File: src/rsc_map.svh
// register address, bit positions, reset values and timing figures of the reset-cause block
// assumes an 8-bit special-function register space and a 100 MHz block clock
`ifndef RSC_MAP_SVH
`define RSC_MAP_SVH

`define RSC_SFR_ADDR 8'hef
`define RSC_BIT_MEM_ERR 6
`define RSC_BIT_COMP 5
`define RSC_BIT_SW 4
`define RSC_BIT_WDT 3
`define RSC_BIT_MCD 2
`define RSC_BIT_POR 1
`define RSC_BIT_PIN 0
`define RSC_REG_W 8
`define RSC_RDATA_IDLE 8'h00
`define RSC_SYNC_RESET 4'hf
`define RSC_VDD_EN_RESET 1'b1
`define RSC_CLK_PERIOD_NS 10
`define RSC_MCD_TIMEOUT_US 100
`define RSC_NS_PER_US 1000
`define RSC_MCD_TIMEOUT_CYC (`RSC_MCD_TIMEOUT_US * `RSC_NS_PER_US / `RSC_CLK_PERIOD_NS)
`define RSC_HOLD_CYC 16

`endif

File: src/rsc_pkg.sv
// types shared by the reset-cause block
// assumes rsc_map.svh holds the numeric constants
package rsc_pkg;

	typedef enum logic [0:0] {
		RSC_RUN = 1'b0,
		RSC_HOLD = 1'b1
	} rsc_state_e;

	// one flag per reset cause, in register order from bit 6 down to bit 0
	typedef struct packed {
		logic mem_err;
		logic comp;
		logic sw;
		logic wdt;
		logic missing_clock_detector;
		logic por;
		logic pin;
	} rsc_cause_s;

	// level inputs that come from outside the clock domain
	typedef struct packed {
		logic pin_rst_b;
		logic comp_out;
		logic vdd_ok;
		logic clk_mon;
	} rsc_async_s;

endpackage

File: src/rsc_clock_watch.sv
// missing-clock detector: times out when the watched clock level stands still too long
// assumes the watched level is already synchronised to ref_clk_in
`timescale 1ns/1ns
module rsc_clock_watch #(
	parameter int TIMEOUT_CYC = 10000
) (
	// clock and reset
	input wire logic ref_clk_in,
	input wire logic rst_b_in,
	// control and watched level
	input wire logic enable_in,
	input wire logic level_in,
	// result
	output logic timeout_out
);
	localparam int CW = $clog2(TIMEOUT_CYC + 1);

	generate
		if (TIMEOUT_CYC < 1) begin : g_bad
			$error("rsc_clock_watch: TIMEOUT_CYC must be at least 1");
		end
	endgenerate

	logic level_q;
	logic [CW-1:0] cnt_q;

	always_ff @(posedge ref_clk_in or negedge rst_b_in) begin
		if (!rst_b_in) begin
			level_q <= 1'b0;
		end else begin
			level_q <= level_in;
		end
	end

	// a level change restarts the one-shot; the count saturates so the timeout stays up
	always_ff @(posedge ref_clk_in or negedge rst_b_in) begin
		if (!rst_b_in) begin
			cnt_q <= '0;
		end else if (!enable_in || level_in != level_q) begin
			cnt_q <= '0;
		end else if (cnt_q != CW'(TIMEOUT_CYC)) begin
			cnt_q <= cnt_q + CW'(1);
		end
	end

	always_ff @(posedge ref_clk_in or negedge rst_b_in) begin
		if (!rst_b_in) begin
			timeout_out <= 1'b0;
		end else begin
			timeout_out <= enable_in && level_in == level_q && cnt_q == CW'(TIMEOUT_CYC);
		end
	end
endmodule

File: src/rsc_reset_cause.sv
// reset-cause capture and reset-source enables, one special-function register
// assumes a core register port on the block clock; rst_b_in is the power-on reset
//
// Contract
// bit 6 is a read-only flag that is 1 when a code-memory access error caused the last reset.
// writing 1 to bit 5 enables a low comparator output as a reset source.
// reading bit 5 gives 1 when the comparator caused the last reset.
// writing 1 to bit 4 forces a full system reset at once.
// reading bit 4 gives 1 when the last reset was forced by software.
// bit 3 is a read-only flag that is 1 when a watchdog overflow caused the last reset.
// writing 1 to bit 2 enables the missing-clock detector, which then resets the system.
// reading bit 2 gives 1 when a missing-clock timeout caused the last reset.
// writing 1 to bit 1 selects the supply monitor as a reset source.
// software lets the supply monitor settle before selecting it, or a reset may follow.
// bit 1 reads 1 after any power-on or supply-monitor reset, other flags then undefined.
// bit 0 is a read-only flag that is 1 when the external reset pin caused the last reset.
// the missing-clock detector times out when the clock stands high or low over 100 us.
// with the comparator source enabled, reset is held while the comparator output is low.
// each reset clears every cause flag but the responsible one; bit 7 reads 0.
`timescale 1ns/1ns
`include "rsc_map.svh"
module rsc_reset_cause #(
	parameter int MCD_TIMEOUT_CYC = `RSC_MCD_TIMEOUT_CYC,
	parameter int HOLD_CYC = `RSC_HOLD_CYC
) (
	// clock and power-on reset
	input wire logic ref_clk_in,
	input wire logic rst_b_in,
	// special-function register port
	input wire logic [7:0] sfr_addr_in,
	input wire logic sfr_wr_in,
	input wire logic [7:0] sfr_wdata_in,
	output logic [7:0] sfr_rdata_out,
	// reset sources from pins and analog detectors
	input wire rsc_pkg::rsc_async_s async_in,
	// reset sources from same-clock logic
	input wire logic wdt_overflow_in,
	input wire logic code_mem_error_in,
	// system reset and source enables
	output logic sys_rst_b_out,
	output logic comp_reset_en_out,
	output logic mcd_en_out,
	output logic vdd_reset_en_out
);
	import rsc_pkg::*;

	localparam int HW = $clog2(HOLD_CYC + 1);

	generate
		if (HOLD_CYC < 1) begin : g_bad_hold
			$error("rsc_reset_cause: HOLD_CYC must be at least 1");
		end
		if (MCD_TIMEOUT_CYC < 1) begin : g_bad_mcd
			$error("rsc_reset_cause: MCD_TIMEOUT_CYC must be at least 1");
		end
	endgenerate

	rsc_async_s sync1_q;
	rsc_async_s sync2_q;
	rsc_state_e state_q;
	rsc_state_e state_d;
	logic [HW-1:0] cnt_q;
	rsc_cause_s cause_q;
	rsc_cause_s cause_d;
	logic mcd_timeout;
	logic mcd_req;
	logic hold_exit;
	logic sfr_hit_wr;
	logic pin_req;
	logic vdd_req;
	logic comp_req;
	logic sw_req;
	logic level_req;
	logic any_req;

	// two flops before any logic reads the asynchronous levels
	always_ff @(posedge ref_clk_in or negedge rst_b_in) begin
		if (!rst_b_in) begin
			sync1_q <= `RSC_SYNC_RESET;
			sync2_q <= `RSC_SYNC_RESET;
		end else begin
			sync1_q <= async_in;
			sync2_q <= sync1_q;
		end
	end

	rsc_clock_watch #(
		.TIMEOUT_CYC(MCD_TIMEOUT_CYC)
	) u_clock_watch (
		.ref_clk_in(ref_clk_in),
		.rst_b_in(rst_b_in),
		.enable_in(mcd_en_out),
		.level_in(sync2_q.clk_mon),
		.timeout_out(mcd_timeout)
	);

	assign sfr_hit_wr = sfr_wr_in && sfr_addr_in == `RSC_SFR_ADDR && state_q == RSC_RUN;
	assign pin_req = !sync2_q.pin_rst_b;
	assign vdd_req = vdd_reset_en_out && !sync2_q.vdd_ok;
	assign comp_req = comp_reset_en_out && !sync2_q.comp_out;
	assign sw_req = sfr_hit_wr && sfr_wdata_in[`RSC_BIT_SW];
	// the watcher's registered timeout trails its enable by a cycle, so gate it here too
	assign mcd_req = mcd_en_out && mcd_timeout;
	assign level_req = pin_req || vdd_req || comp_req;
	assign any_req = level_req || mcd_req || wdt_overflow_in || code_mem_error_in || sw_req;
	assign hold_exit = state_q == RSC_HOLD && state_d == RSC_RUN;

	// only the highest-priority cause is kept; the supply monitor outranks everything
	always_comb begin
		cause_d = '0;
		if (vdd_req) begin
			cause_d.por = 1'b1;
		end else if (pin_req) begin
			cause_d.pin = 1'b1;
		end else if (mcd_req) begin
			cause_d.missing_clock_detector = 1'b1;
		end else if (comp_req) begin
			cause_d.comp = 1'b1;
		end else if (wdt_overflow_in) begin
			cause_d.wdt = 1'b1;
		end else if (code_mem_error_in) begin
			cause_d.mem_err = 1'b1;
		end else begin
			cause_d.sw = 1'b1;
		end
	end

	always_comb begin
		state_d = state_q;
		unique case (state_q)
			RSC_RUN: begin
				if (any_req) begin
					state_d = RSC_HOLD;
				end
			end
			RSC_HOLD: begin
				if (!level_req && cnt_q == HW'(HOLD_CYC - 1)) begin
					state_d = RSC_RUN;
				end
			end
		endcase
	end

	always_ff @(posedge ref_clk_in or negedge rst_b_in) begin
		if (!rst_b_in) begin
			state_q <= RSC_HOLD;
		end else begin
			state_q <= state_d;
		end
	end

	// a level source keeps restarting the hold count, so reset lasts as long as it does
	always_ff @(posedge ref_clk_in or negedge rst_b_in) begin
		if (!rst_b_in) begin
			cnt_q <= '0;
		end else if (state_q == RSC_RUN || level_req) begin
			cnt_q <= '0;
		end else if (state_d == RSC_HOLD) begin
			cnt_q <= cnt_q + HW'(1);
		end
	end

	always_ff @(posedge ref_clk_in or negedge rst_b_in) begin
		if (!rst_b_in) begin
			sys_rst_b_out <= 1'b0;
		end else begin
			sys_rst_b_out <= state_d == RSC_RUN;
		end
	end

	// power-on sets only the power flag; a supply drop during a hold takes over the cause
	always_ff @(posedge ref_clk_in or negedge rst_b_in) begin
		if (!rst_b_in) begin
			cause_q <= '0;
			cause_q.por <= 1'b1;
		end else if (state_q == RSC_RUN && any_req) begin
			cause_q <= cause_d;
		end else if (state_q == RSC_HOLD && vdd_req) begin
			cause_q <= cause_d;
		end
	end

	// detector enables fall at the end of every reset; the supply monitor stays selected
	always_ff @(posedge ref_clk_in or negedge rst_b_in) begin
		if (!rst_b_in) begin
			comp_reset_en_out <= 1'b0;
		end else if (hold_exit) begin
			comp_reset_en_out <= 1'b0;
		end else if (sfr_hit_wr && !sw_req) begin
			comp_reset_en_out <= sfr_wdata_in[`RSC_BIT_COMP];
		end
	end

	always_ff @(posedge ref_clk_in or negedge rst_b_in) begin
		if (!rst_b_in) begin
			mcd_en_out <= 1'b0;
		end else if (hold_exit) begin
			mcd_en_out <= 1'b0;
		end else if (sfr_hit_wr && !sw_req) begin
			mcd_en_out <= sfr_wdata_in[`RSC_BIT_MCD];
		end
	end

	// a write with the force bit set leaves every enable as it was
	always_ff @(posedge ref_clk_in or negedge rst_b_in) begin
		if (!rst_b_in) begin
			vdd_reset_en_out <= `RSC_VDD_EN_RESET;
		end else if (sfr_hit_wr && !sw_req) begin
			vdd_reset_en_out <= sfr_wdata_in[`RSC_BIT_POR];
		end
	end

	// reads return the causes, bit 7 always zero; other addresses read as zero
	always_ff @(posedge ref_clk_in or negedge rst_b_in) begin
		if (!rst_b_in) begin
			sfr_rdata_out <= `RSC_RDATA_IDLE;
		end else if (sfr_addr_in == `RSC_SFR_ADDR) begin
			sfr_rdata_out <= {1'b0, cause_q};
		end else begin
			sfr_rdata_out <= `RSC_RDATA_IDLE;
		end
	end
endmodule

File: config.mk
export PLATFORM = sky130hd
export DESIGN_NAME = rsc_reset_cause
export DESIGN_NICKNAME = d
export VERILOG_FILES = /design/src/rsc_pkg.sv /design/src/rsc_clock_watch.sv /design/src/rsc_reset_cause.sv
export VERILOG_INCLUDE_DIRS = /design/src
export SDC_FILE = /design/constraint.sdc
export NUM_CORES = 1
export LEC_CHECK = 0
export BUFFER_PORTS_ARGS = -buffer_cell sky130_fd_sc_hd__buf_2
export CORE_MARGIN = 4
export CORE_UTILIZATION = 49
export CTS_CLUSTER_SIZE = 28
export DETAILED_ROUTE_END_ITERATION = 6
export PLACE_DENSITY = 0.74
export SLEW_MARGIN = 20
export SYNTH_ARGS = -nofsm -noshare
export SYNTH_HDL_FRONTEND = slang
export SYNTH_SLANG_ARGS = --single-unit
File: constraint.sdc
create_clock -name ref_clk_in -period 1.9 [get_ports ref_clk_in]
set_input_delay 0.095 -clock ref_clk_in [delete_from_list [all_inputs] [get_ports ref_clk_in]]
set_output_delay 0.095 -clock ref_clk_in [all_outputs]
set_load 0.1 [all_outputs]
**After elaboration in Yosys (flattened, before gate mapping)**

Cells that the tools add are included.

- Equal/unequal tests: 6
- Reduce and logical (&&, ||, !) cells: 31
- Add/subtract/negate cells: 2
- Bitwise operators: 2
- Multiplexer cells: 29

Operators with widths:

| operator | number |
|---|---|
| 14-bit 2-to-1 mux | 2 |
| 7-bit 2-to-1 mux | 3 |
| 5-bit 2-to-1 mux | 4 |
| 1-bit 2-to-1 mux | 17 |
| 14-bit by 1-bit adder with 14-bit output (second input constant) | 1 |
| 14-bit == test (second input constant) | 1 |
| 14-bit inequality test (second input constant) | 1 |
| 1-bit logical AND | 13 |
| 8-bit == test (second input constant) | 1 |
| 1-bit logical OR | 8 |
| 2-bit nonzero test | 4 |
| 1-bit logical NOT | 6 |
| 5-bit by 1-bit adder with 5-bit output (second input constant) | 1 |
| 5-bit by 4-bit == test with 1-bit output (second input constant) | 1 |
| 4-bit 2-to-1 mux | 1 |
| 2-bit 2-to-1 mux | 1 |
| 1-bit inverter | 2 |
| 1-bit case mux with 2 select lines | 1 |
| 1-bit == test | 1 |
| 1-bit inequality test | 1 |

- Output and inout bits: 12
- Input bits: 25
- Bits in registers: 49
- Logic and storage cells: 95

**Longest topological paths before layout**

- Word-level depth: 13
- Gate-level depth with buffers: 7
- Gate-level depth less buffers: 7

**By module**

A second synthesis with hierarchy kept.

- Cell total of the unflattened synthesis: 193
- Area total of the unflattened synthesis: 2150.8 um2

Modules (own cells, without submodules):

| module | cells an instance | area each (um2) | sequential area each (um2) | times used |
|---|---|---|---|---|
| rsc_reset_cause | 112 | 1345.0 | 814.5 | 1 |
| rsc_clock_watch | 81 | 805.8 | 400.4 | 1 |

**Worst setup path before layout**

No wires, ideal clock.

- Kind: reg2reg
- From: register comp_reset_en_out
- To: register cause_q[2] in the netlist's numbering
- Path buffers: 0
- Required time: 1.834 ns
- Setup time: 0.066 ns
- Arrival time: 2.021 ns
- Cell stages (with the launch flop): 5
- Clock period less this slack: 2.087 ns
- Slack: -0.187 ns
- Cells stage by stage: dfrtp_1 > nor2b_1 > nor4_1 > a32o_1 > a22o_1

- Word-level cells in the longest chain between the ends: 8
- Elaborated cells on any way between the ends: 9
- Those cells by class: mux (1); reduce/logical (8)

Ends and longest elaborated chain:

| what | RTL line | text |
|---|---|---|
| start: declaration | rsc_reset_cause.sv:41 | `output logic comp_reset_en_out,` |
| start signal: assignment | rsc_reset_cause.sv:190 | `` comp_reset_en_out <= sfr_wdata_in[`RSC_BIT_COMP]; `` |
| 1-bit logical AND * | rsc_reset_cause.sv:100 | `assign comp_req = comp_reset_en_out && !sync2_q.comp_out;` |
| 1-bit logical OR * | rsc_reset_cause.sv:104 | `assign level_req = pin_req \|\| vdd_req \|\| comp_req;` |
| 1-bit logical OR * (4 in series) | rsc_reset_cause.sv:105 | `assign any_req = level_req \|\| mcd_req \|\| wdt_overflow_in \|\| code_mem_error_in \|\| sw_req;` |
| 1-bit logical AND * | rsc_reset_cause.sv:176 | `end else if (state_q == RSC_RUN && any_req) begin` |
| 7-bit 2-to-1 mux or 2-bit nonzero test (tied branches) | -- |  |
| end signal: assignment | rsc_reset_cause.sv:177 | `cause_q <= cause_d;` |
| end signal: assignment | rsc_reset_cause.sv:179 | `cause_q <= cause_d;` |
| end: declaration | rsc_reset_cause.sv:63 | `rsc_cause_s cause_q;` |

Mark *: on every way between the ends. The rest lies on a longest branch, timed or not.
A chain may end at the register's enable or synchronous reset.

**Worst setup path after layout**

- From: register u_clock_watch.cnt_q[5]
- To: register u_clock_watch.cnt_q[2]

- Word-level cells in the longest chain between the ends: 2

Ends and longest elaborated chain:

| what | RTL line | text |
|---|---|---|
| start: declaration | rsc_clock_watch.sv:25 | `logic [CW-1:0] cnt_q;` |
| start signal: assignment | rsc_clock_watch.sv:42 | `cnt_q <= cnt_q + CW'(1);` |
| 14-bit inequality test | rsc_clock_watch.sv:41 | `end else if (cnt_q != CW'(TIMEOUT_CYC)) begin` |
| 2-bit nonzero test (no source line) | -- |  |

Every way passes these cells.

==> impl_metrics.csv <==
group,metric,value,unit
route,first_pass_iters,4,
sta,final_max_slew_viol_count,0,
floorplanning,core_area,4030,um2
cts,cts_tree,"yes",
cts,path_clk_slew,90,ps
synth,synth_area_leaders,"dfrtp_1, dfstp_2, xnor2_1",
critical_path,critPathTopFamily,"simple AND/OR/NAND/NOR gates",
synth,synth.cells.most_frequent,"dfrtp_1, nor2_1, xnor2_1, dfstp_2",
global_routing,grt_pass1_vias,1444,
synth,ys_types,38,
synth,synth_nets,213,
sta,tns,0,ps
synth,yosys.cell_count.top_type,"dfrtp_1",
sta,slew_headroom,53.7,%
power,finalPower,1910,uW
place,place_inst,268,
cts,post_cts_buffers,0,
cells_and_area,area_growth,20.8,%
route,vias_per_cell,5.18,
global_routing,grt_first_pass_wirelength,6.29,mm
critical_path,cp_slowest_stage_delay,570,ps
cts,clkLatencyLatePin,300,ps
route,drc,0,
synth,netlist_area,2060,um2
critical_path,cp_max_fo,5,
cells_and_area,post-route-util,61.9,%
cts,htree_levels,2,
cells_and_area,antenna_cells,0,
sta,period_minus_slack,1850,ps
sta,min_period_over_period,97.2,%
sta,grt_setup_unrepaired,"no",
floorplanning,row_count,23,
critical_path,path_buf_inv,0,
synth,synth_edf_count,0,
flow_run,drv_cap,0,
critical_path,crit_path_end_kind,"flip-flop",
place,place_hpwl,2.59,mm
cells_and_area,drive_gt1_share,28.1,%
sta,clock_skew,10.8,ps
sta,clock.fmax,542,MHz
floorplanning,initial_utilization,51.2,%
critical_path,path_cells,"or4b_1 -> or4_4 -> a21bo_1 -> a21oi_2",
min_path,hp-class,"primary input to flip-flop",
synth,async_reset_ff_share,100,%
global_routing,antenna_found_initial,0,
cts,cts_num_sinks,48,
sta,worst_pin_slew,689,ps
cells_and_area,post_layout_nonfiller_instances,281,
synth,netlist.top_cell.by_area,"dfrtp_1",
cells_and_area,nets,259,
critical_path,critPathSlowestCell,"or4_4",
place,io_buffer_count,31,
power,power_density,764,nW/um2
route,final_antenna_net_count,0,
outcome,status,"completed",
cts,cts_resized,0,
global_routing,grt_max_degree,49,
cts,cts_max_path_buffers,2,
critical_path,critPathLaunchType,"flip-flop",
floorplanning,dieArea,5320,um2
synth,ys_seq_area_share,58.8,%
synth,synth_ff_type,"dfrtp_1",
floorplanning,die_width,72.9,um
synth,yosysTopAreaCellShare,44.8,%
synth,yosys_warnings,0,
power,peakVddDrop,0.000468,V
floorplanning,num_io_pins,37,
synth,netlist_instances,184,
global_routing,track_usage,15.1,%
floorplanning,die_height,72.9,um
route,routedWlPerCell,12.8,um
synth,synth-seq-cells,48,
critical_path,required,2120,ps
cells_and_area,area.sequential,1220,um2
synth,avgSynthCellArea,11.2,um2
global_routing,overflow,0,
critical_path,crit_type,"flip-flop to flip-flop",
cells_and_area,fillers,339,
cts,cts_buffers,5,
route,routed_wl,3.59,mm
route,via_count,1455,
route,drt-initial-drc-count,100,
sta,finalHoldViolCount,0,
critical_path,cp_data_arrival_time,2060,ps
power,total_leakage_power,0.00117,uW
place,place_congestion,0.814,
cells_and_area,multi_input_area,788,um2
cts,root_buffer,"clkbuf_8",
sta,setup_violations,0,
==> state kept, by name, indices dropped and copies added (netlist names) <==
name and flops:
sync1_q 4, cause_q 7, u_clock_watch.level_q 1, sync2_q 4
cnt_q 5, state_q 1, u_clock_watch.timeout_out 1, vdd_reset_en_out 1
sys_rst_b_out 1, comp_reset_en_out 1, mcd_en_out 1, u_clock_watch.cnt_q 14
sfr_rdata_out 7
==> worst paths after layout <==
kind,cells after the start,from,end,slack (ps)
setup / recovery,4,u_clock_watch.cnt_q[5],u_clock_watch.cnt_q[2],50
hold / removal,3,sfr_wdata_in[5],comp_reset_en_out,20
setup reg to reg,4,u_clock_watch.cnt_q[5],u_clock_watch.cnt_q[2],50
hold reg to reg,0,sync1_q[3],sync2_q[3],350
max in group asynchronous,3,rst_b_in,comp_reset_en_out,1080
min in group asynchronous,3,rst_b_in,cnt_q[4],410
==> kinds of logic after synthesis <==
logic type                 after synthesis  synth area share [%]
and+or+nand+nor                         79                  20.6
adders and majority gates                4                  2.42
AOI/OAI and AO/OA                       17                  5.82
buffers and inverters                   15                  3.27
other                                    1                 0.182
muxes                                    5                  2.48
xor gates and xnor gates                15                  6.36
DFF                                     48                  58.8
==> where the power goes <==
part	internal, uW	switching [uW]	leakage, uW
logic	35.6	49.4	0.000489
clock network	430	337	0.0000614
registers	1040	9.77	0.000616
total	1510	397	0.00117
==> metrics by stage <==
step	setup WS [ps]	cell area [um2]	hold WS, ps
finish	53.5	2490	24.2
global route	0.590	2490	26.0
CTS	21.7	2490	15.9
detailed placement	26.0	2320	201
global placement	54.9	2320	199
floorplan	9.14	2070	-201
==> worst min-delay path, cell delays in order <==
cell	delay, ps
buf_2	70
mux2i_1	50
nor2_1	70
==> area by class of cell <==
class	count	share of cell area [%]
Inverter	9	1.35
Multi-Input combinational cell	121	31.6
Tap cell	50	2.51
Clock inverter	2	1.55
Sequential cell	48	48.7
Timing Repair Buffer	45	10.9
Clock buffer	6	3.31
==> what timing repair did <==
action | 4_1_cts | 5_1_grt
hold buffers | 5 | 0
endpoints found under the hold margin | 41 | 0
setup endpoints to repair | 0 | 2
==> layout by cell type (no fill, tap or decap), types with 4 or more instances in the layout <==
cell type / count
clkbuf_8: 6
buf_4: 9
nand3_1: 8
and3_1: 8
mux2i_1: 4
nor3_1: 5
nor2_1: 27
ha_1: 4
xnor2_1: 12
inv_1: 9
dfrtp_1: 36
a21oi_1: 5
buf_2: 31
dlygate4sd3_1: 5
nand4_1: 9
dfstp_2: 11
==> per-layer routing <==
layer | GRT usage, % | part of all wire, % | up-vias
met5 | 0 | 0 | -
met4 | 5.33 | 1.5 | 0
met3 | 3.99 | 6.2 | 6
met2 | 26.3 | 48 | 33
met1 | 18.0 | 44 | 690
li1 | - | - | 726
(Power assumes the default switching activity.)
